[src/hdl/dps_pkg.sv]
// constants and types for the potentiometer i2c command slave
`default_nettype none
package dps_pkg;
  localparam int WIPER_W = 6;
  localparam int TAPS = 64;
  localparam logic [5:0] WIPER_MID = 6'h20;
  localparam logic [2:0] CMD_WIPER = 3'h0;
  localparam logic [2:0] CMD_NVM = 3'h1;
  localparam logic [2:0] CMD_WP = 3'h2;
  localparam logic [2:0] CMD_NOP = 3'h4;
  localparam logic [2:0] CMD_RESTORE = 3'h5;
  localparam logic [2:0] CMD_STORE = 3'h6;
  localparam int CLK_HZ = 25000000;
  localparam int STORE_MS = 26;
  localparam int STORE_CYC = STORE_MS * (CLK_HZ / 1000);
  // address table index = 3*pin_lo_state + pin_hi_state (0 low, 1 float, 2 high)
  localparam logic [6:0] ADDR_TAB [9] = '{7'h18, 7'h19, 7'h1a, 7'h29, 7'h2a, 7'h2b,
                                          7'h4c, 7'h4d, 7'h4e};
  localparam logic [1:0] PIN_LOW = 2'h0;
  localparam logic [1:0] PIN_FLOAT = 2'h1;
  localparam logic [1:0] PIN_HIGH = 2'h2;
  typedef enum logic [2:0] {
    ST_IDLE = 3'h0,
    ST_ADDR = 3'h1,
    ST_INSTR = 3'h2,
    ST_WDATA = 3'h3,
    ST_RDATA = 3'h4,
    ST_IGNORE = 3'h5
  } dps_state_t;
  // one three-state select pin as seen by the pad: drive sense and pulled sense
  typedef struct packed {
    logic sense_up;
    logic sense_dn;
  } dps_pin_t;
endpackage
`default_nettype wire

[src/hdl/dps_slave.sv]
// i2c command slave for a 64-position nonvolatile potentiometer
`timescale 1ns/1ns
`default_nettype none
module dps_slave #(
  parameter int STORE_CYCLES = dps_pkg::STORE_CYC,
  parameter logic [7:0] TOL_BYTE0 = 8'h00,
  parameter logic [7:0] TOL_BYTE1 = 8'h00
) (
  input wire logic clk,
  input wire logic nrst,
  input wire logic scl_in,
  input wire logic sda_in,
  output logic sda_oe_n,
  input wire dps_pkg::dps_pin_t addr_select_pin_lo,
  input wire dps_pkg::dps_pin_t addr_select_pin_hi,
  output logic [63:0] tap_select,
  output logic [5:0] wiper_setting_register,
  output logic write_protect,
  output logic nvm_busy
);
  // two-flop synchronisers; stage one feeds only stage two
  logic [1:0] scl_s1_r, scl_s1_nxt, scl_s2_r, scl_s2_nxt, scl_d_r, scl_d_nxt;
  always_comb begin
    scl_s1_nxt = {sda_in, scl_in};
    scl_s2_nxt = scl_s1_r;
    scl_d_nxt = scl_s2_r;
  end
  always_ff @(posedge clk) begin
    if (!nrst) begin
      scl_s1_r <= 2'h3;
      scl_s2_r <= 2'h3;
      scl_d_r <= 2'h3;
    end else begin
      scl_s1_r <= scl_s1_nxt;
      scl_s2_r <= scl_s2_nxt;
      scl_d_r <= scl_d_nxt;
    end
  end
  logic scl, sda, scl_rise, scl_fall, start_ev, stop_ev;
  assign scl = scl_s2_r[0];
  assign sda = scl_s2_r[1];
  assign scl_rise = scl & ~scl_d_r[0];
  assign scl_fall = ~scl & scl_d_r[0];
  assign start_ev = scl & scl_d_r[0] & scl_d_r[1] & ~sda;
  assign stop_ev = scl & scl_d_r[0] & ~scl_d_r[1] & sda;

  // address decode: pins caught in the first cycle after reset release, then frozen
  // straps come from outside the clock domain: two flops without reset, so they have
  // settled long before reset lets go and the address is caught
  dps_pkg::dps_pin_t lo_s1_r, lo_s1_nxt, lo_s2_r, lo_s2_nxt;
  dps_pkg::dps_pin_t hi_s1_r, hi_s1_nxt, hi_s2_r, hi_s2_nxt;
  always_comb begin
    lo_s1_nxt = addr_select_pin_lo;
    lo_s2_nxt = lo_s1_r;
    hi_s1_nxt = addr_select_pin_hi;
    hi_s2_nxt = hi_s1_r;
  end
  always_ff @(posedge clk) begin
    lo_s1_r <= lo_s1_nxt;
    lo_s2_r <= lo_s2_nxt;
    hi_s1_r <= hi_s1_nxt;
    hi_s2_r <= hi_s2_nxt;
  end
  logic [1:0] lo_st, hi_st;
  assign lo_st = lo_s2_r.sense_up ? (lo_s2_r.sense_dn ? dps_pkg::PIN_HIGH
                 : dps_pkg::PIN_FLOAT) : dps_pkg::PIN_LOW;
  assign hi_st = hi_s2_r.sense_up ? (hi_s2_r.sense_dn ? dps_pkg::PIN_HIGH
                 : dps_pkg::PIN_FLOAT) : dps_pkg::PIN_LOW;
  logic [6:0] my_addr_r, my_addr_nxt;
  logic addr_ok_r, addr_ok_nxt;
  always_comb begin
    my_addr_nxt = my_addr_r;
    addr_ok_nxt = 1'b1;
    if (!addr_ok_r) begin
      my_addr_nxt = dps_pkg::ADDR_TAB[4'(3 * int'(lo_st) + int'(hi_st))];
    end
  end
  always_ff @(posedge clk) begin
    if (!nrst) begin
      my_addr_r <= 7'h00;
      addr_ok_r <= 1'b0;
    end else begin
      my_addr_r <= my_addr_nxt;
      addr_ok_r <= addr_ok_nxt;
    end
  end

  // protocol engine
  dps_pkg::dps_state_t st_r, st_nxt;
  logic [3:0] bit_r, bit_nxt;
  logic [7:0] sh_r, sh_nxt;
  logic ack_r, ack_nxt;
  logic [2:0] cmd_r, cmd_nxt;
  logic tol_idx_r, tol_idx_nxt;
  logic [5:0] wiper_r, wiper_nxt, nvm_r, nvm_nxt;
  logic nvm_prog_r, nvm_prog_nxt, wp_r, wp_nxt, oe_n_r, oe_n_nxt;
  logic [31:0] busy_cnt_r, busy_cnt_nxt;
  logic [63:0] tap_r, tap_nxt;
  logic [7:0] rd_byte, rx_byte;
  logic nvm_wr_ok;
  assign rx_byte = {sh_r[6:0], sda};
  assign nvm_wr_ok = !wp_r && busy_cnt_r == 32'h0;
  always_comb begin
    unique case (cmd_r)
      dps_pkg::CMD_NVM: rd_byte = {2'h0, nvm_r};
      dps_pkg::CMD_WP: rd_byte = tol_idx_r ? TOL_BYTE1 : TOL_BYTE0;
      default: rd_byte = {2'h0, wiper_r};
    endcase
  end
  always_comb begin
    st_nxt = st_r;
    bit_nxt = bit_r;
    sh_nxt = sh_r;
    ack_nxt = ack_r;
    cmd_nxt = cmd_r;
    tol_idx_nxt = tol_idx_r;
    wiper_nxt = wiper_r;
    nvm_nxt = nvm_r;
    nvm_prog_nxt = nvm_prog_r;
    wp_nxt = wp_r;
    oe_n_nxt = oe_n_r;
    busy_cnt_nxt = (busy_cnt_r != 32'h0) ? busy_cnt_r - 32'h1 : 32'h0;
    if (start_ev) begin
      st_nxt = dps_pkg::ST_ADDR;
      bit_nxt = 4'h0;
      ack_nxt = 1'b0;
      oe_n_nxt = 1'b1;
      tol_idx_nxt = 1'b0;
    end else if (stop_ev) begin
      st_nxt = dps_pkg::ST_IDLE;
      oe_n_nxt = 1'b1;
    end else if (st_r == dps_pkg::ST_RDATA) begin
      // read: bits leave on falling scl; the master's acknowledge is taken on the ninth rise
      if (scl_rise && bit_r == 4'h9) begin
        bit_nxt = 4'h0;
        tol_idx_nxt = ~tol_idx_r;
        if (sda) begin
          st_nxt = dps_pkg::ST_IGNORE;
        end
      end else if (scl_fall) begin
        if (ack_r && oe_n_r) begin
          oe_n_nxt = 1'b0;
        end else if (ack_r || bit_r == 4'h0) begin
          // whole byte latched at once so a later pointer change cannot tear it
          ack_nxt = 1'b0;
          sh_nxt = rd_byte;
          oe_n_nxt = rd_byte[7];
          bit_nxt = 4'h1;
        end else if (bit_r < 4'h8) begin
          oe_n_nxt = sh_r[3'(4'h7 - bit_r)];
          bit_nxt = bit_r + 4'h1;
        end else if (bit_r == 4'h8) begin
          oe_n_nxt = 1'b1; // hand the line over for the master's acknowledge
          bit_nxt = 4'h9;
        end
      end
    end else if (st_r != dps_pkg::ST_IDLE && st_r != dps_pkg::ST_IGNORE) begin
      if (scl_rise && !ack_r) begin
        sh_nxt = rx_byte;
        bit_nxt = bit_r + 4'h1;
        if (bit_r == 4'h7) begin
          bit_nxt = 4'h0;
          ack_nxt = 1'b1;
          unique case (st_r)
            dps_pkg::ST_ADDR: begin
              if (rx_byte[7:1] != my_addr_r) begin
                st_nxt = dps_pkg::ST_IGNORE;
                ack_nxt = 1'b0;
              end else begin
                st_nxt = rx_byte[0] ? dps_pkg::ST_RDATA : dps_pkg::ST_INSTR;
              end
            end
            dps_pkg::ST_INSTR: begin
              cmd_nxt = rx_byte[7:5];
              st_nxt = dps_pkg::ST_WDATA;
              tol_idx_nxt = 1'b0;
              if (rx_byte[7:5] == dps_pkg::CMD_STORE && nvm_wr_ok) begin
                nvm_nxt = wiper_r;
                nvm_prog_nxt = 1'b1;
                busy_cnt_nxt = 32'(STORE_CYCLES);
              end
              if (rx_byte[7:5] == dps_pkg::CMD_RESTORE) begin
                wiper_nxt = nvm_r;
              end
            end
            dps_pkg::ST_WDATA: begin
              unique case (cmd_r)
                dps_pkg::CMD_WIPER: wiper_nxt = rx_byte[5:0];
                dps_pkg::CMD_NVM: begin
                  if (nvm_wr_ok) begin
                    nvm_nxt = rx_byte[5:0];
                    nvm_prog_nxt = 1'b1;
                    busy_cnt_nxt = 32'(STORE_CYCLES);
                  end
                end
                dps_pkg::CMD_WP: wp_nxt = rx_byte[0];
                default: ;
              endcase
            end
            default: ack_nxt = 1'b0; // not reached: read and idle states are handled apart
          endcase
        end
      end else if (scl_fall && ack_r) begin
        // acknowledge: pull low on one fall, release on the next
        if (oe_n_r) begin
          oe_n_nxt = 1'b0;
        end else begin
          oe_n_nxt = 1'b1;
          ack_nxt = 1'b0;
        end
      end
    end
    for (int i = 0; i < dps_pkg::TAPS; i++) begin
      tap_nxt[i] = (wiper_nxt == i[5:0]);
    end
  end
  always_ff @(posedge clk) begin
    if (!nrst) begin
      st_r <= dps_pkg::ST_IDLE;
      bit_r <= 4'h0;
      sh_r <= 8'h00;
      ack_r <= 1'b0;
      cmd_r <= dps_pkg::CMD_WIPER;
      tol_idx_r <= 1'b0;
      wiper_r <= dps_pkg::WIPER_MID;
      nvm_r <= dps_pkg::WIPER_MID;
      nvm_prog_r <= 1'b0;
      wp_r <= 1'b0;
      oe_n_r <= 1'b1;
      busy_cnt_r <= 32'h0;
      tap_r <= 64'h1 << dps_pkg::WIPER_MID;
    end else begin
      st_r <= st_nxt;
      bit_r <= bit_nxt;
      sh_r <= sh_nxt;
      ack_r <= ack_nxt;
      cmd_r <= cmd_nxt;
      tol_idx_r <= tol_idx_nxt;
      wiper_r <= wiper_nxt;
      nvm_r <= nvm_nxt;
      nvm_prog_r <= nvm_prog_nxt;
      wp_r <= wp_nxt;
      oe_n_r <= oe_n_nxt;
      busy_cnt_r <= busy_cnt_nxt;
      tap_r <= tap_nxt;
    end
  end
  assign sda_oe_n = oe_n_r;
  assign tap_select = tap_r;
  assign wiper_setting_register = wiper_r;
  assign write_protect = wp_r;
  always_ff @(posedge clk) begin
    if (!nrst) nvm_busy <= 1'b0;
    else nvm_busy <= (busy_cnt_nxt != 32'h0);
  end

  property p_onehot;
    @(posedge clk) disable iff (!nrst) $onehot(tap_select) && tap_select[wiper_r];
  endproperty
  a_onehot: assert property (p_onehot) else $error("tap select not one-hot");
  property p_stop_idle;
    @(posedge clk) disable iff (!nrst) stop_ev && !start_ev |=> st_r == dps_pkg::ST_IDLE;
  endproperty
  a_stop_idle: assert property (p_stop_idle) else $error("stop not honoured");
  property p_ignore_quiet;
    @(posedge clk) disable iff (!nrst) st_r == dps_pkg::ST_IGNORE |-> sda_oe_n;
  endproperty
  a_ignore_quiet: assert property (p_ignore_quiet) else $error("drove sda while ignoring");
  property p_sda_on_fall;
    @(posedge clk) disable iff (!nrst) $changed(oe_n_r) && !stop_ev && !start_ev
      |-> $past(scl_fall);
  endproperty
  a_sda_on_fall: assert property (p_sda_on_fall) else $error("sda moved off falling scl");
  property p_wp_keep;
    @(posedge clk) disable iff (!nrst) wp_r |=> $stable(nvm_r);
  endproperty
  a_wp_keep: assert property (p_wp_keep) else $error("protected memory changed");
  property p_busy;
    @(posedge clk) disable iff (!nrst) $rose(nvm_prog_r) |=> nvm_busy [*8];
  endproperty
  a_busy: assert property (p_busy) else $error("store time too short");
  property p_wp_nostore;
    @(posedge clk) disable iff (!nrst) cmd_r == dps_pkg::CMD_WP |-> $stable(wiper_r) || start_ev
      || $past(start_ev);
  endproperty
  a_wp_nostore: assert property (p_wp_nostore) else $error("protect cmd moved wiper");
  property p_addr_fixed;
    @(posedge clk) disable iff (!nrst) addr_ok_r |=> $stable(my_addr_r);
  endproperty
  a_addr_fixed: assert property (p_addr_fixed) else $error("address changed after power-up");
endmodule
`default_nettype wire

[config.mk]
export PLATFORM = sky130hd
export DESIGN_NAME = dps_slave
export DESIGN_NICKNAME = d
export VERILOG_FILES = /design/src/hdl/dps_pkg.sv /design/src/hdl/dps_slave.sv
export SDC_FILE = /design/constraint.sdc
export NUM_CORES = 1
export LEC_CHECK = 0
export BUFFER_PORTS_ARGS = -buffer_cell sky130_fd_sc_hd__buf_2
export CAP_MARGIN = 20
export CORE_MARGIN = 4
export CORE_UTILIZATION = 40
export CTS_CLUSTER_DIAMETER = 80
export DETAILED_ROUTE_END_ITERATION = 8
export HOLD_SLACK_MARGIN = 0.08
export PLACE_DENSITY = 0.56
export SYNTH_ARGS = -nofsm -noshare
export SYNTH_HDL_FRONTEND = slang
export SYNTH_SLANG_ARGS = --single-unit
[constraint.sdc]
create_clock -name clk -period 3.8 [get_ports clk]
set_input_delay 0 -clock clk [delete_from_list [all_inputs] [get_ports clk]]
set_output_delay 0 -clock clk [all_outputs]
set_load 0.01 [all_outputs]
======== After elaboration in Yosys (flattened, before gate mapping) ========
Memory sizes are Yosys's and may differ from the RTL's. A register that Yosys moved wholly into a read port is not among the register bits.
Index checks and enable logic that the tools add are counted.
word-level totals
  register bits after elaboration ......... 145
  bits in latches ......................... 0
  bits in writable memories ............... 0
  memory bits (read-only) ................. 112
  memories ................................ 1
operators by class
  add/subtract/negate cells ............... 4
  multiply operators ...................... 1
  div/mod/pow operators ................... 0
  $lt $le $gt $ge ......................... 2
  equality and inequality tests ........... 94
  shift-type cells ........................ 0
  muxes and demuxes ....................... 83
  bitwise logic cells ..................... 16
  reductions and logical operators ........ 42
memory list
  name             words  width  read ports  clocked after Yosys merged registers in  write ports  line             RTL
  (no name shown)  16     7      1           1                                        0            dps_slave.sv:75  my_addr_nxt = dps_pkg::ADDR_TAB[4'(3 * int'(lo_st) + int'(hi_st))];
operators by type and width
  operator                                               number
  2-to-1 mux 32 bit                                      10
  == test 6 bit, second input constant                   32
  == test 6 x 5 -> 1 bit, second input constant          16
  2-to-1 mux 6 bit                                       11
  case mux 32 bit (2 select lines)                       1
  nonzero test 32 bit                                    2
  2-to-1 mux 8 bit                                       7
  == test 6 x 4 -> 1 bit, second input constant          8
  2-to-1 mux 4 bit                                       10
  case mux 6 bit (2 select lines)                        3
  zero test 32 bit                                       1
  subtractor 32 x 1 -> 32 bit, second input constant     1
  2-to-1 mux 1 bit                                       26
  == test 6 x 3 -> 1 bit, second input constant          4
  2-to-1 mux 3 bit                                       8
  AND reduction 6 bit                                    4
  inequality test 2 bit, second input constant           8
  AND reduction 8 bit                                    2
  == test 6 x 2 -> 1 bit, second input constant          2
  nonzero test 4 bit                                     3
  inequality test 5 x 1 -> 1 bit, second input constant  2
  AND reduction 10 bit                                   1
  nonzero test 2 bit                                     5
  == test 3 x 2 -> 1 bit, second input constant          3
  37 further kinds                                       72

======== Logic depth before layout (Yosys ltp) ========
Gate-level depths: netlist of the first run.
  word-level depth ........................ 12
  gate-level depth with buffers ........... 11

======== Worst setup path after synthesis of the first run ========
Ideal clock, no wire load.
  path type ............................... reg-to-reg
  start ................................... register bit_r[0]
  end ..................................... register nvm_r[5]
  library setup time ...................... 0.128 ns
  data arrival time ....................... 2.507 ns
  path slack .............................. 1.165 ns
  stages on the path, launching flop included .. 10
  period minus slack after synthesis ...... 2.635 ns
  cells stage by stage .................... dfxtp_1 -> ha_1 -> nand3b_4 -> or3_4 -> or3b_1 -> buf_6 -> or4_4 -> buf_6 -> mux2i_1 -> nand2_1
between the ends
  longest elaborated chain between the ends .. 2
ends and longest elaborated chain
  item                            line              RTL
  start: declaration              dps_slave.sv:90   logic [3:0] bit_r, bit_nxt;
  start signal: assignment        dps_slave.sv:234  bit_r <= bit_nxt;
  == test 4 x 3 -> 1 bit          dps_slave.sv:161  if (bit_r == 4'h7) begin
  AND reduction 10 bit (no line)  --
  end signal: assignment          dps_slave.sv:226  nvm_r <= dps_pkg::WIPER_MID;
  end signal: assignment          dps_slave.sv:240  nvm_r <= nvm_nxt;
  end: declaration                dps_slave.sv:95   logic [5:0] wiper_r, wiper_nxt, nvm_r, nvm_nxt;
No other way between the ends.
A chain may end at the register's enable or synchronous reset.

======== Worst setup path in the final report of the first run ========
  start ................................... register bit_r[0]
  end ..................................... register tap_r[12] (netlist: tap_select[12])
between the ends
  longest elaborated chain between the ends .. 8
ends and longest elaborated chain
  item                    line              RTL
  == test 4 x 3 -> 1 bit  dps_slave.sv:161
  2-to-1 mux 6 bit        dps_slave.sv:161
  2-to-1 mux 6 bit        dps_slave.sv:158  if (scl_rise && !ack_r) begin
  2-to-1 mux 6 bit        dps_slave.sv:157  end else if (st_r != dps_pkg::ST_IDLE && st_r != dps_pkg::ST_IGNORE) begin
  2-to-1 mux 6 bit        dps_slave.sv:132  end else if (st_r == dps_pkg::ST_RDATA) begin
  2-to-1 mux 6 bit        dps_slave.sv:129  end else if (stop_ev) begin
  2-to-1 mux 6 bit        dps_slave.sv:123  if (start_ev) begin
  == test 6 x 4 -> 1 bit  dps_slave.sv:214  tap_nxt[i] = (wiper_nxt == i[5:0]);
  end signal: assignment  dps_slave.sv:231  tap_r <= 64'h1 << dps_pkg::WIPER_MID;
  end signal: assignment  dps_slave.sv:245  tap_r <= tap_nxt;
  end: declaration        dps_slave.sv:98   logic [63:0] tap_r, tap_nxt;
No other way between the ends.

==> results of run 1 <==
==> worst max path at each step <==
stage | to | slack [ns] | depth (start not counted)
final | tap_select[12]$_SDFF_PN0_ | 0.71 | 7
after CTS | tap_select[12]$_SDFF_PN0_ | 0.70 | 7
after global routing | tap_select[12]$_SDFF_PN0_ | 0.43 | 7
after global placement | tap_select[12]$_SDFF_PN0_ | 0.77 | 7
after detailed placement | tap_select[12]$_SDFF_PN0_ | 0.72 | 7
after floorplan | nvm_r[5]$_SDFFE_PN1P_ | 1.16 | 9
==> per-stage QoR <==
step | setup WS (ns) | instance area (µm²) | util (%) | total power [mW] | hold WS [ns]
2_1_floorplan | 1.16 | 6330 | - | 2.98 | 0.0277
3_3_place_gp | 0.768 | 6850 | 44.6 | 3.24 | 0.103
3_5_place_dp | 0.716 | 6850 | 44.6 | 3.26 | 0.104
4_1_cts | 0.695 | 7490 | 48.7 | 4.90 | 0.193
5_1_grt | 0.433 | 7490 | 48.7 | 5.14 | 0.204
6_report | 0.714 | 7490 | 48.7 | 4.86 | 0.212
==> registers in the layout (all words and copies together) (netlist names), 4 cells and up <==
| signal | count |
|---|---|
| bit_r | 4 |
| busy_cnt_r | 32 |
| my_addr_r | 6 |
| nvm_r | 6 |
| sh_r | 8 |
| tap_select | 64 |
| wiper_setting_register | 6 |
==> report_power, final <==
| part | total [mW] | switching [mW] | internal, mW |
|---|---|---|---|
| Clock | 1.62 | 0.695 | 0.920 |
| Sequential | 1.88 | 0.144 | 1.73 |
| Combinational | 1.37 | 0.783 | 0.585 |
| Total | 4.86 | 1.62 | 3.24 |
==> layer usage <==
layer	up-vias	wire, µm	share of wire [%]	global-route usage, %
met1	2402	7160	48	22.7
met3	12	531	3.5	3.75
li1	2528	-	-	-
met4	0	88	0.58	4.69
met2	94	7270	48	27.9
met5	-	0	0	0
==> cells in the mapped netlist (4+ instances only) <==
cell type / instances / area, µm²
a21oi_1: 26 / 130
xnor2_1: 17 / 149
a221oi_1: 6 / 52.6
clkbuf_1: 20 / 75.1
o21a_1: 5 / 37.5
xor2_1: 11 / 96.3
ha_1: 7 / 87.6
mux2i_1: 26 / 260
nand2_1: 61 / 229
nor2b_1: 34 / 213
nor3_1: 21 / 105
and2_1: 13 / 81.3
or4_1: 4 / 30.0
o22ai_1: 7 / 43.8
nand3_1: 12 / 60.1
o31ai_1: 5 / 37.5
buf_2: 9 / 45.0
o21ai_0: 16 / 80.1
dfxtp_1: 151 / 3020
and2b_1: 4 / 30.0
nand2b_1: 12 / 75.1
nor4_1: 10 / 62.6
a22oi_1: 5 / 37.5
inv_1: 14 / 52.6
a21boi_0: 6 / 45.0
nor2_1: 109 / 409
or2_2: 4 / 25.0
nand3b_1: 4 / 30.0
or3_1: 11 / 68.8
==> kinds of logic after synthesis <==
kind of cell / share of synthesized area, %
AO/OA/AOI/OAI: 10.3
XOR/XNOR: 4.13
adder cells (fa/ha/maj): 2.01
buffers and inverters: 3.38
flip-flops: 47.7
multiplexers: 5.00
AND/OR/NAND/NOR: 27.4
==> what timing repair did <==
| action | 4_1_cts | 5_1_grt |
|---|---|---|
| hold endpoints to repair | 20 | 0 |
| buffers inserted | 0 | 0 |
| hold buffers | 7 | 0 |
==> area by class of cell <==
cell class,instances,share of cell area [%]
timing repair buffer,89,6.48
multi-input combinational,495,41.3
inverter,14,0.701
sequential,151,40.3
clock buffer,18,5.73
clock inverter,13,1.89
tap,211,3.52
==> worst max-delay path, stage by stage (launching register included) <==
cell and delay [ns]:
dfxtp_1 0.52, ha_1 0.31, nand3b_4 0.09, or3_4 0.40, or3b_1 0.52, a22oi_2 0.31, nand3_1 0.56, nor2_1 0.28
==> impl_metrics.csv, run 1 <==
group,metric,value,unit
clock_network,clk_latency,0.42,ns
synthesis,synthArstFlopShare,0,%
pwr,p_leak,3.20,nW
synthesis,synth_seq_cells,151,
critical_path,rr_endpoint,"tap_select[12]$_SDFF_PN0_",
detailed_routing,routed_wl,15100,µm
synthesis,yosysWarnings,0,
place,gp_congestion,0.851,
detailed_routing,drt_iter0_markers,358,
detailed_routing,drtAntennaViolNets,0,
synthesis,synth_flop_cell,"dfxtp_1",
critical_path,critPathKind,"flop to flop",
global_routing,grt_pass1_vias,4907,
final_layout,multiInputGateArea,3100,µm²
clock_network,h-tree-depth,4,
synthesis,ys_types,66,
final_layout,seq_area,3020,µm²
timing,finalSetupViolations,0,
critical_path,worstRegToRegCells,7,
die,die_area,17900,µm²
global_routing,grt_max_degree,42,
clock_network,cts_buffer_depth,2,
detailed_routing,via_per_inst,5.08,
critical_path,crit-reg2reg-launch,"bit_r[0]$_SDFFE_PP0P_",
run_status,status,"finished, final reports clean",
global_routing,grt_pass1_wl,24800,µm
clock_network,cts_buffers,17,
synthesis,synth_edf_count,0,
synthesis,synthCells,693,
timing,min_period_over_period,81.2,%
detailed_routing,num_vias,5036,
place,numPortBuffers,80,
global_routing,antenna_found_initial,0,
timing,rsz0062_at_grt,"no",
synthesis,synth_nets,710,
timing,fmax,324,MHz
critical_path,arrival,3.42,ns
timing,worst_pin_slew,1.07,ns
min_path,hold_start,"addr_select_pin_lo[1]",
clock_network,clock-sinks,151,
final_layout,area_growth,18.3,%
critical_path,worstPathRequired,4.13,ns
final_layout,layout_commonest_cell,"dfxtp_1",
timing,min_period,3.09,ns
detailed_routing,dr.pass1.iters,5,
die,start_util,41.2,%
die,ios,81,
critical_path,startpoint,"bit_r[0]$_SDFFE_PP0P_",
timing,slew_headroom,28.7,%
clock_network,cts_resized,0,
detailed_routing,drc,0,
timing,drv_slew,0,
final_layout,antennaDiodeCount,0,
synthesis,syn_area,6330,µm²
final_layout,fillCellCount,1457,
die,die_x,134,µm
timing,tns,0,ns
final_layout,final_cells,991,
min_path,hold_path_class,"input port to flop",
timing,clock_skew,0.0129,ns
die,core,15400,µm²
detailed_routing,wl_per_cell,15.2,µm
final_layout,nets,785,
pwr,vdd_ir_drop_max,0.537,mV
place,dp_cells,953,
final_layout,drive_gt1_share,17.9,%
critical_path,critPathLaunchType,"flop",
min_path,hold_depth,2,
timing,hold_violations,0,
critical_path,crit_fanout,16,
critical_path,endpoint_kind,"flop",
global_routing,grt.overflow.total,0,
synthesis,yosysSeqAreaShare,47.7,%
flow_run,drv_cap,0,
min_path,min_to,"lo_s1_r[1]$_DFF_P_",
critical_path,regToRegSetupSlack,0.71,ns
global_routing,grt.total_usage,17.0,%
clock_network,tritoncts,"yes",
synthesis,synth.avg_cell_area,9.14,µm²
clock_network,clk_pin_slew_worst_paths,0.06,ns
pwr,p_per_area,649,nW/µm²
place,dp_hpwl,11000,µm
clock_network,cts-root-buf,"clkbuf_16",
die,die_h,134,µm
die,rows,45,
final_layout,final_cell_mix,"151 x dfxtp_1, 109 x nor2_1, 80 x buf_2",
Power figures use the tool's default switching activity.
==> inputs of run 2 (changes only) <==
--- a/config.mk
+++ b/config.mk
@@ -5,6 +5,7 @@
 export SDC_FILE = /design/constraint.sdc
 export NUM_CORES = 1
 export LEC_CHECK = 0
+export ABC_AREA = 1
 export BUFFER_PORTS_ARGS = -buffer_cell sky130_fd_sc_hd__buf_2
 export CAP_MARGIN = 20
 export CORE_MARGIN = 4
@@ -12,7 +13,7 @@
 export CTS_CLUSTER_DIAMETER = 80
 export DETAILED_ROUTE_END_ITERATION = 8
 export HOLD_SLACK_MARGIN = 0.08
-export PLACE_DENSITY = 0.56
+export PLACE_DENSITY = 0.55
 export SYNTH_ARGS = -nofsm -noshare
 export SYNTH_HDL_FRONTEND = slang
 export SYNTH_SLANG_ARGS = --single-unit
==> constraint.sdc (replaced) <==
create_clock -name clk -period 2.95 [get_ports clk]
set_input_delay 0 -clock clk [delete_from_list [all_inputs] [get_ports clk]]
set_output_delay 0 -clock clk [all_outputs]
set_load 0.01 [all_outputs]
==> impl_metrics.csv, run 2 <==
group,metric,value,unit
final_layout,multiInputGateArea,3200,µm²
timing,min_period,2.55,ns
timing,whs,0.214,ns
die,ios,81,
synthesis,synth_nets,921,
die,die_x,138,µm
pwr,finalPower,5.93,mW
critical_path,crit-reg2reg-launch,"busy_cnt_r[0]$_SDFF_PN0_",
clock_network,clk_pin_slew_worst_paths,0.06,ns
timing,tns,0,ns
final_layout,final_cells,1225,
clock_network,clock-sinks,151,
timing,drv_slew,0,
synthesis,synthTopCellsByCount,"192 x nor2_1, 156 x nand2_1, 151 x dfxtp_1",
synthesis,ys_types,48,
critical_path,crit_chain,"inv_1, ha_1, nand2_2, nor2_4, nand2_1, nor2_2, inv_1, o211ai_1, nand2_1, nor2_1, nand2_1, nor2_1, nand3_1, nand2_1, inv_1",
clock_network,cts_buffer_depth,2,
clock_network,cts-root-buf,"clkbuf_16",
synthesis,synthMuxAreaShare,0,%
timing,fmax,393,MHz
critical_path,rr_endpoint,"nvm_busy$_SDFF_PN0_",
detailed_routing,routed_wl,17400,µm
synthesis,yosys.area.top_type,"dfxtp_1",
pwr,p_per_area,743,nW/µm²
critical_path,critPathLaunchType,"flop",
critical_path,crit_fanout,11,
critical_path,cpMostUsedCell,"nand2_1",
detailed_routing,dr.pass1.iters,5,
global_routing,grt_pass1_wl,27900,µm
critical_path,worstRegToRegCells,15,
final_layout,fillCellCount,1666,
min_path,hold_start,"addr_select_pin_lo[1]",
die,core,16500,µm²
synthesis,synthArstFlopShare,0,%
clock_network,clk_latency,0.43,ns
timing,rsz0062_at_grt,"no",
detailed_routing,drt_iter0_markers,351,
synthesis,yosysTopAreaCellShare,44.9,%
detailed_routing,num_vias,5975,
timing,min_period_over_period,86.3,%
clock_network,cts_buffers,17,
final_layout,final_cell_mix,"192 x nor2_1, 156 x nand2_1, 151 x dfxtp_1",
min_path,hold_path_class,"input port to flop",
timing,finalSetupViolations,0,
critical_path,regToRegSetupSlack,0.40,ns
synthesis,synth_edf_count,0,
detailed_routing,wl_per_cell,14.2,µm
place,pre_cts_ws,0.449,ns
global_routing,grt_max_degree,27,
final_layout,seq_area,3020,µm²
place,gp_congestion,0.886,
synthesis,synthAdderAreaFrac,1.89,%
place,dp_hpwl,12600,µm
critical_path,arrival,2.87,ns
timing,worst_pin_slew,0.563,ns
min_path,min_to,"lo_s1_r[1]$_DFF_P_",
synthesis,synth_top_family_by_area,"simple AND/OR/NAND/NOR gates",
detailed_routing,via_per_inst,4.88,
clock_network,post-cts-setup-buffers,0,
die,die_area,19000,µm²
pwr,vdd_ir_drop_max,0.447,mV
synthesis,yosys.cell_count.top_type,"nor2_1",
synthesis,synth.avg_cell_area,7.45,µm²
run_status,status,"finished, final reports clean",
clock_network,h-tree-depth,4,
global_routing,grt.overflow.total,0,
min_path,hold_depth,2,
timing,timing.final.ws_setup,0.403,ns
timing,slew_headroom,62.3,%
synthesis,synth_compound_area_share,13.4,%
synthesis,synth-simple-area-share,31.0,%
synthesis,yosysWarnings,0,
detailed_routing,drtAntennaViolNets,0,
final_layout,nets,1009,
timing,hold_violations,0,
synthesis,synthCells,904,
die,start_util,40.8,%
final_layout,largest_register_ffs,64,
final_layout,antennaDiodeCount,0,
final_layout,layout_commonest_cell,"nor2_1",
critical_path,worstPathRequired,3.27,ns
synthesis,yosysSeqAreaShare,44.9,%
die,rows,47,
critical_path,endpoint_kind,"flop",
critical_path,critPathKind,"flop to flop",
flow_run,drv_cap,0,
clock_network,tritoncts,"yes",
detailed_routing,drc,0,
pwr,p_leak,3.64,nW
global_routing,grt_pass1_vias,5481,
die,die_h,138,µm
critical_path,slowest_delay,0.43,ns
global_routing,antenna_found_initial,0,
synthesis,synth_seq_cells,151,
synthesis,synth_flop_cell,"dfxtp_1",
place,dp_cells,1186,
final_layout,drive_gt1_share,18.5,%
critical_path,crit_path_top_delay_cell,"nor2_2",
final_layout,area_growth,18.4,%
place,numPortBuffers,80,
synthesis,synthXorXnorAreaFrac,1.17,%
synthesis,synthTopCellsByArea,"dfxtp_1 45%, nor2_1 11%, nand2_1 8.7%",
synthesis,syn_area,6740,µm²
global_routing,grt.total_usage,18.7,%
timing,clock_skew,0.0105,ns
## run 2: logic make-up (layout without fill, tap and decap cells)
group,after synthesis,in the layout
simple gates,466,466
compound gates,151,151
flops,151,151
buf+inv,118,219
fa+ha+maj,9,9
xor+xnor,9,9
## run 2: critical path: cells and delay by family (launching register included)
kind	cells	cell delay (ns)
AO/OA/AOI/OAI	1	0.16
buffers and inverters	3	0.32
adder cells (fa/ha/maj)	1	0.32
flip-flops	1	0.31
AND/OR/NAND/NOR	10	1.33
## run 2: worst max path at each step
stage                                  start                         to  slack, ns  cells past startpoint
floorplan                 lo_s2_r[1]$_DFF_P_  my_addr_r[1]$_SDFFE_PN0N_       0.85                      9
global placement    busy_cnt_r[0]$_SDFF_PN0_        nvm_busy$_SDFF_PN0_       0.53                     15
detailed placement  busy_cnt_r[0]$_SDFF_PN0_        nvm_busy$_SDFF_PN0_       0.45                     15
CTS                 busy_cnt_r[0]$_SDFF_PN0_        nvm_busy$_SDFF_PN0_       0.44                     15
global route        busy_cnt_r[0]$_SDFF_PN0_        nvm_busy$_SDFF_PN0_       0.15                     15
finish              busy_cnt_r[0]$_SDFF_PN0_        nvm_busy$_SDFF_PN0_       0.40                     15
## run 2: through the flow
stage,cell area (µm²),util (%)
2_1_floorplan,6740,-
3_3_place_gp,7290,44.1
3_5_place_dp,7290,44.1
4_1_cts,7980,48.3
5_1_grt,7980,48.3
6_report,7980,48.3
## run 2: timing repair
item,4_1_cts,5_1_grt
gates resized for setup,0,0
endpoints found under the setup margin,0,0
hold buffers,7,0
endpoints found under the hold margin,22,0
## run 2: area by class of cell
type                       count  share of cell area (%)
inverter                      96                    4.64
multi-input combinational    635                    40.1
sequential                   151                    37.9
tap                          220                    3.45
clock buffer                  17                    5.33
clock inverter                15                    2.35
timing repair buffer          91                    6.27
## run 2: routing by layer
metal	GRT usage, %	routed length (µm)	part of all wire [%]	vias up
li1	-	-	-	3114
met1	24.7	8150	47	2707
met2	30.5	8210	47	135
met3	4.16	776	4.5	19
met4	5.65	240	1.4	0
met5	0	0	0	-
## run 2: where the power goes
part	leakage [nW]	total [mW]	switching [mW]	internal (mW)
clock network	0.294	2.23	1.01	1.22
registers	1.23	2.25	0.106	2.14
logic	2.12	1.45	0.972	0.477
==> inputs of run 3 (changes only) <==
--- a/config.mk
+++ b/config.mk
@@ -13,6 +13,7 @@
 export CTS_CLUSTER_DIAMETER = 80
 export DETAILED_ROUTE_END_ITERATION = 8
 export HOLD_SLACK_MARGIN = 0.08
+export MAX_ROUTING_LAYER = met4
 export PLACE_DENSITY = 0.55
 export SYNTH_ARGS = -nofsm -noshare
 export SYNTH_HDL_FRONTEND = slang
==> impl_metrics.csv, run 3 (same netlist as run 2, synthesis figures left out) <==
group,metric,value,unit
run_status,status,"finished, final reports clean",
clock_network,tritoncts,"yes",
final_layout,area_growth,18.4,%
timing,clock_skew,0.0112,ns
timing,min_period_over_period,86.2,%
critical_path,crit_buf_inv,3,
die,start_util,40.8,%
global_routing,grt.total_usage,19.3,%
place,gp_congestion,0.901,
die,ios,81,
global_routing,grt_max_degree,27,
timing,slew_headroom,62.4,%
die,rows,47,
final_layout,largest_register_ffs,64,
detailed_routing,dr.pass1.iters,5,
global_routing,grt_pass1_wl,27900,µm
detailed_routing,drc,0,
critical_path,endpoint_kind,"flop",
die,die_x,138,µm
timing,worst_pin_slew,0.563,ns
clock_network,clk_latency,0.43,ns
final_layout,layout_commonest_cell,"nor2_1",
timing,min_period,2.54,ns
final_layout,antennaDiodeCount,0,
final_layout,final_cell_mix,"192 x nor2_1, 156 x nand2_1, 151 x dfxtp_1",
timing,hold_violations,0,
flow_run,drv_cap,0,
clock_network,cts_buffer_depth,2,
timing,tns,0,ns
critical_path,crit_chain,"inv_1, ha_1, nand2_2, nor2_4, nand2_1, nor2_2, inv_1, o211ai_1, nand2_1, nor2_1, nand2_1, nor2_1, nand3_1, nand2_1, inv_1",
critical_path,arrival,2.87,ns
detailed_routing,wl_per_cell,14.2,µm
timing,drv_slew,0,
global_routing,antenna_found_initial,0,
final_layout,fillCellCount,1666,
detailed_routing,drtAntennaViolNets,0,
die,die_area,19000,µm²
timing,rsz0062_at_grt,"no",
timing,finalSetupViolations,0,
timing,fmax,393,MHz
pwr,p_leak,3.64,nW
place,dpl_cell_area,7290,µm²
place,numPortBuffers,80,
clock_network,cts_buffers,17,
clock_network,clock-sinks,151,
critical_path,crit_path_top_delay_cell,"nor2_2",
detailed_routing,routed_wl,17400,µm
critical_path,slowest_delay,0.43,ns
place,dp_hpwl,12600,µm
die,die_h,138,µm
critical_path,cpMostUsedCell,"nand2_1",
critical_path,critPathKind,"flop to flop",
global_routing,grt_pass1_vias,5483,
critical_path,crit_fanout,11,
pwr,p_per_area,743,nW/µm²
detailed_routing,drt_iter0_markers,353,
final_layout,nets,1009,
clock_network,h-tree-depth,4,
detailed_routing,via_per_inst,4.89,
final_layout,fin_area,7980,µm²
critical_path,worstPathRequired,3.27,ns
detailed_routing,num_vias,5989,
critical_path,critPathLaunchType,"flop",
critical_path,cp_top_family,"simple AND/OR/NAND/NOR gates",
die,core,16500,µm²
final_layout,drive_gt1_share,18.5,%
min_path,hold_path_class,"input port to flop",
clock_network,cts-root-buf,"clkbuf_16",
pwr,vdd_ir_drop_max,0.447,mV
clock_network,cts_resized,0,
clock_network,clk_pin_slew_worst_paths,0.06,ns
global_routing,grt.overflow.total,0,
==> run 3: cell counts in the layout (fill, tap and decap cells not counted) <==
No cell type changed its count.
==> run 3: what timing repair did <==
| item | 4_1_cts | 5_1_grt |
|---|---|---|
| hold buffers | 7 | 0 |
| buffers inserted | 0 | 0 |
| hold endpoints to repair | 22 | 0 |
==> run 3: worst register-to-register path: stages (launching register included) <==
cell and delay (ns):
dfxtp_1 0.31, inv_1 0.10, ha_1 0.32, nand2_2 0.16, nor2_4 0.19, nand2_1 0.08
nor2_2 0.43, inv_1 0.19, o211ai_1 0.16, nand2_1 0.07, nor2_1 0.12, nand2_1 0.06
nor2_1 0.08, nand3_1 0.08, nand2_1 0.06, inv_1 0.03
==> run 3: final timing paths <==
path         slack, ns                  end                startpoint  cells after the start
max               0.41  nvm_busy$_SDFF_PN0_  busy_cnt_r[0]$_SDFF_PN0_                     15
min reg2reg       0.33   hi_s2_r[0]$_DFF_P_        hi_s1_r[0]$_DFF_P_                      0
max reg2reg       0.41  nvm_busy$_SDFF_PN0_  busy_cnt_r[0]$_SDFF_PN0_                     15
min               0.21   lo_s1_r[1]$_DFF_P_     addr_select_pin_lo[1]                      2
==> run 3: final cells by class <==
class                           instances  area (µm²)  area share [%]
Timing Repair Buffer                   91         500            6.27
Sequential cell                       151        3020            37.9
Tap cell                              220         275            3.45
Clock buffer                           17         425            5.33
Inverter                               96         370            4.64
Multi-Input combinational cell        635        3200            40.1
Clock inverter                         15         188            2.35
==> run 3: layer usage <==
| layer | vias up | global-route usage, % | share of wire (%) |
|---|---|---|---|
| met1 | 2719 | 24.8 | 47 |
| met2 | 141 | 30.5 | 47 |
| met5 | - | - | 0 |
| li1 | 3110 | - | - |
| met4 | 0 | 5.65 | 1.4 |
| met3 | 19 | 4.16 | 4.6 |
==> run 3: per-stage QoR <==
| stage | utilization, % | setup slack, ns | total power, mW | hold slack [ns] | instances |
|---|---|---|---|---|---|
| after floorplan | - | 0.854 | 3.41 | 0.0277 | 904 |
| after global placement | 44.1 | 0.535 | 3.73 | 0.103 | 1186 |
| after detailed placement | 44.1 | 0.449 | 3.73 | 0.104 | 1186 |
| after CTS | 48.3 | 0.436 | 5.97 | 0.195 | 1225 |
| after global routing | 48.3 | 0.147 | 6.32 | 0.207 | 1225 |
| final | 48.3 | 0.406 | 5.93 | 0.214 | 1225 |
==> run 3: power breakdown <==
| part | leakage (nW) | internal (mW) | switching, mW | total (mW) |
|---|---|---|---|---|
| Combinational | 2.12 | 0.477 | 0.972 | 1.45 |
| Sequential | 1.23 | 2.14 | 0.106 | 2.25 |
| Clock | 0.294 | 1.22 | 1.01 | 2.23 |
| Total | 3.64 | 3.84 | 2.09 | 5.93 |
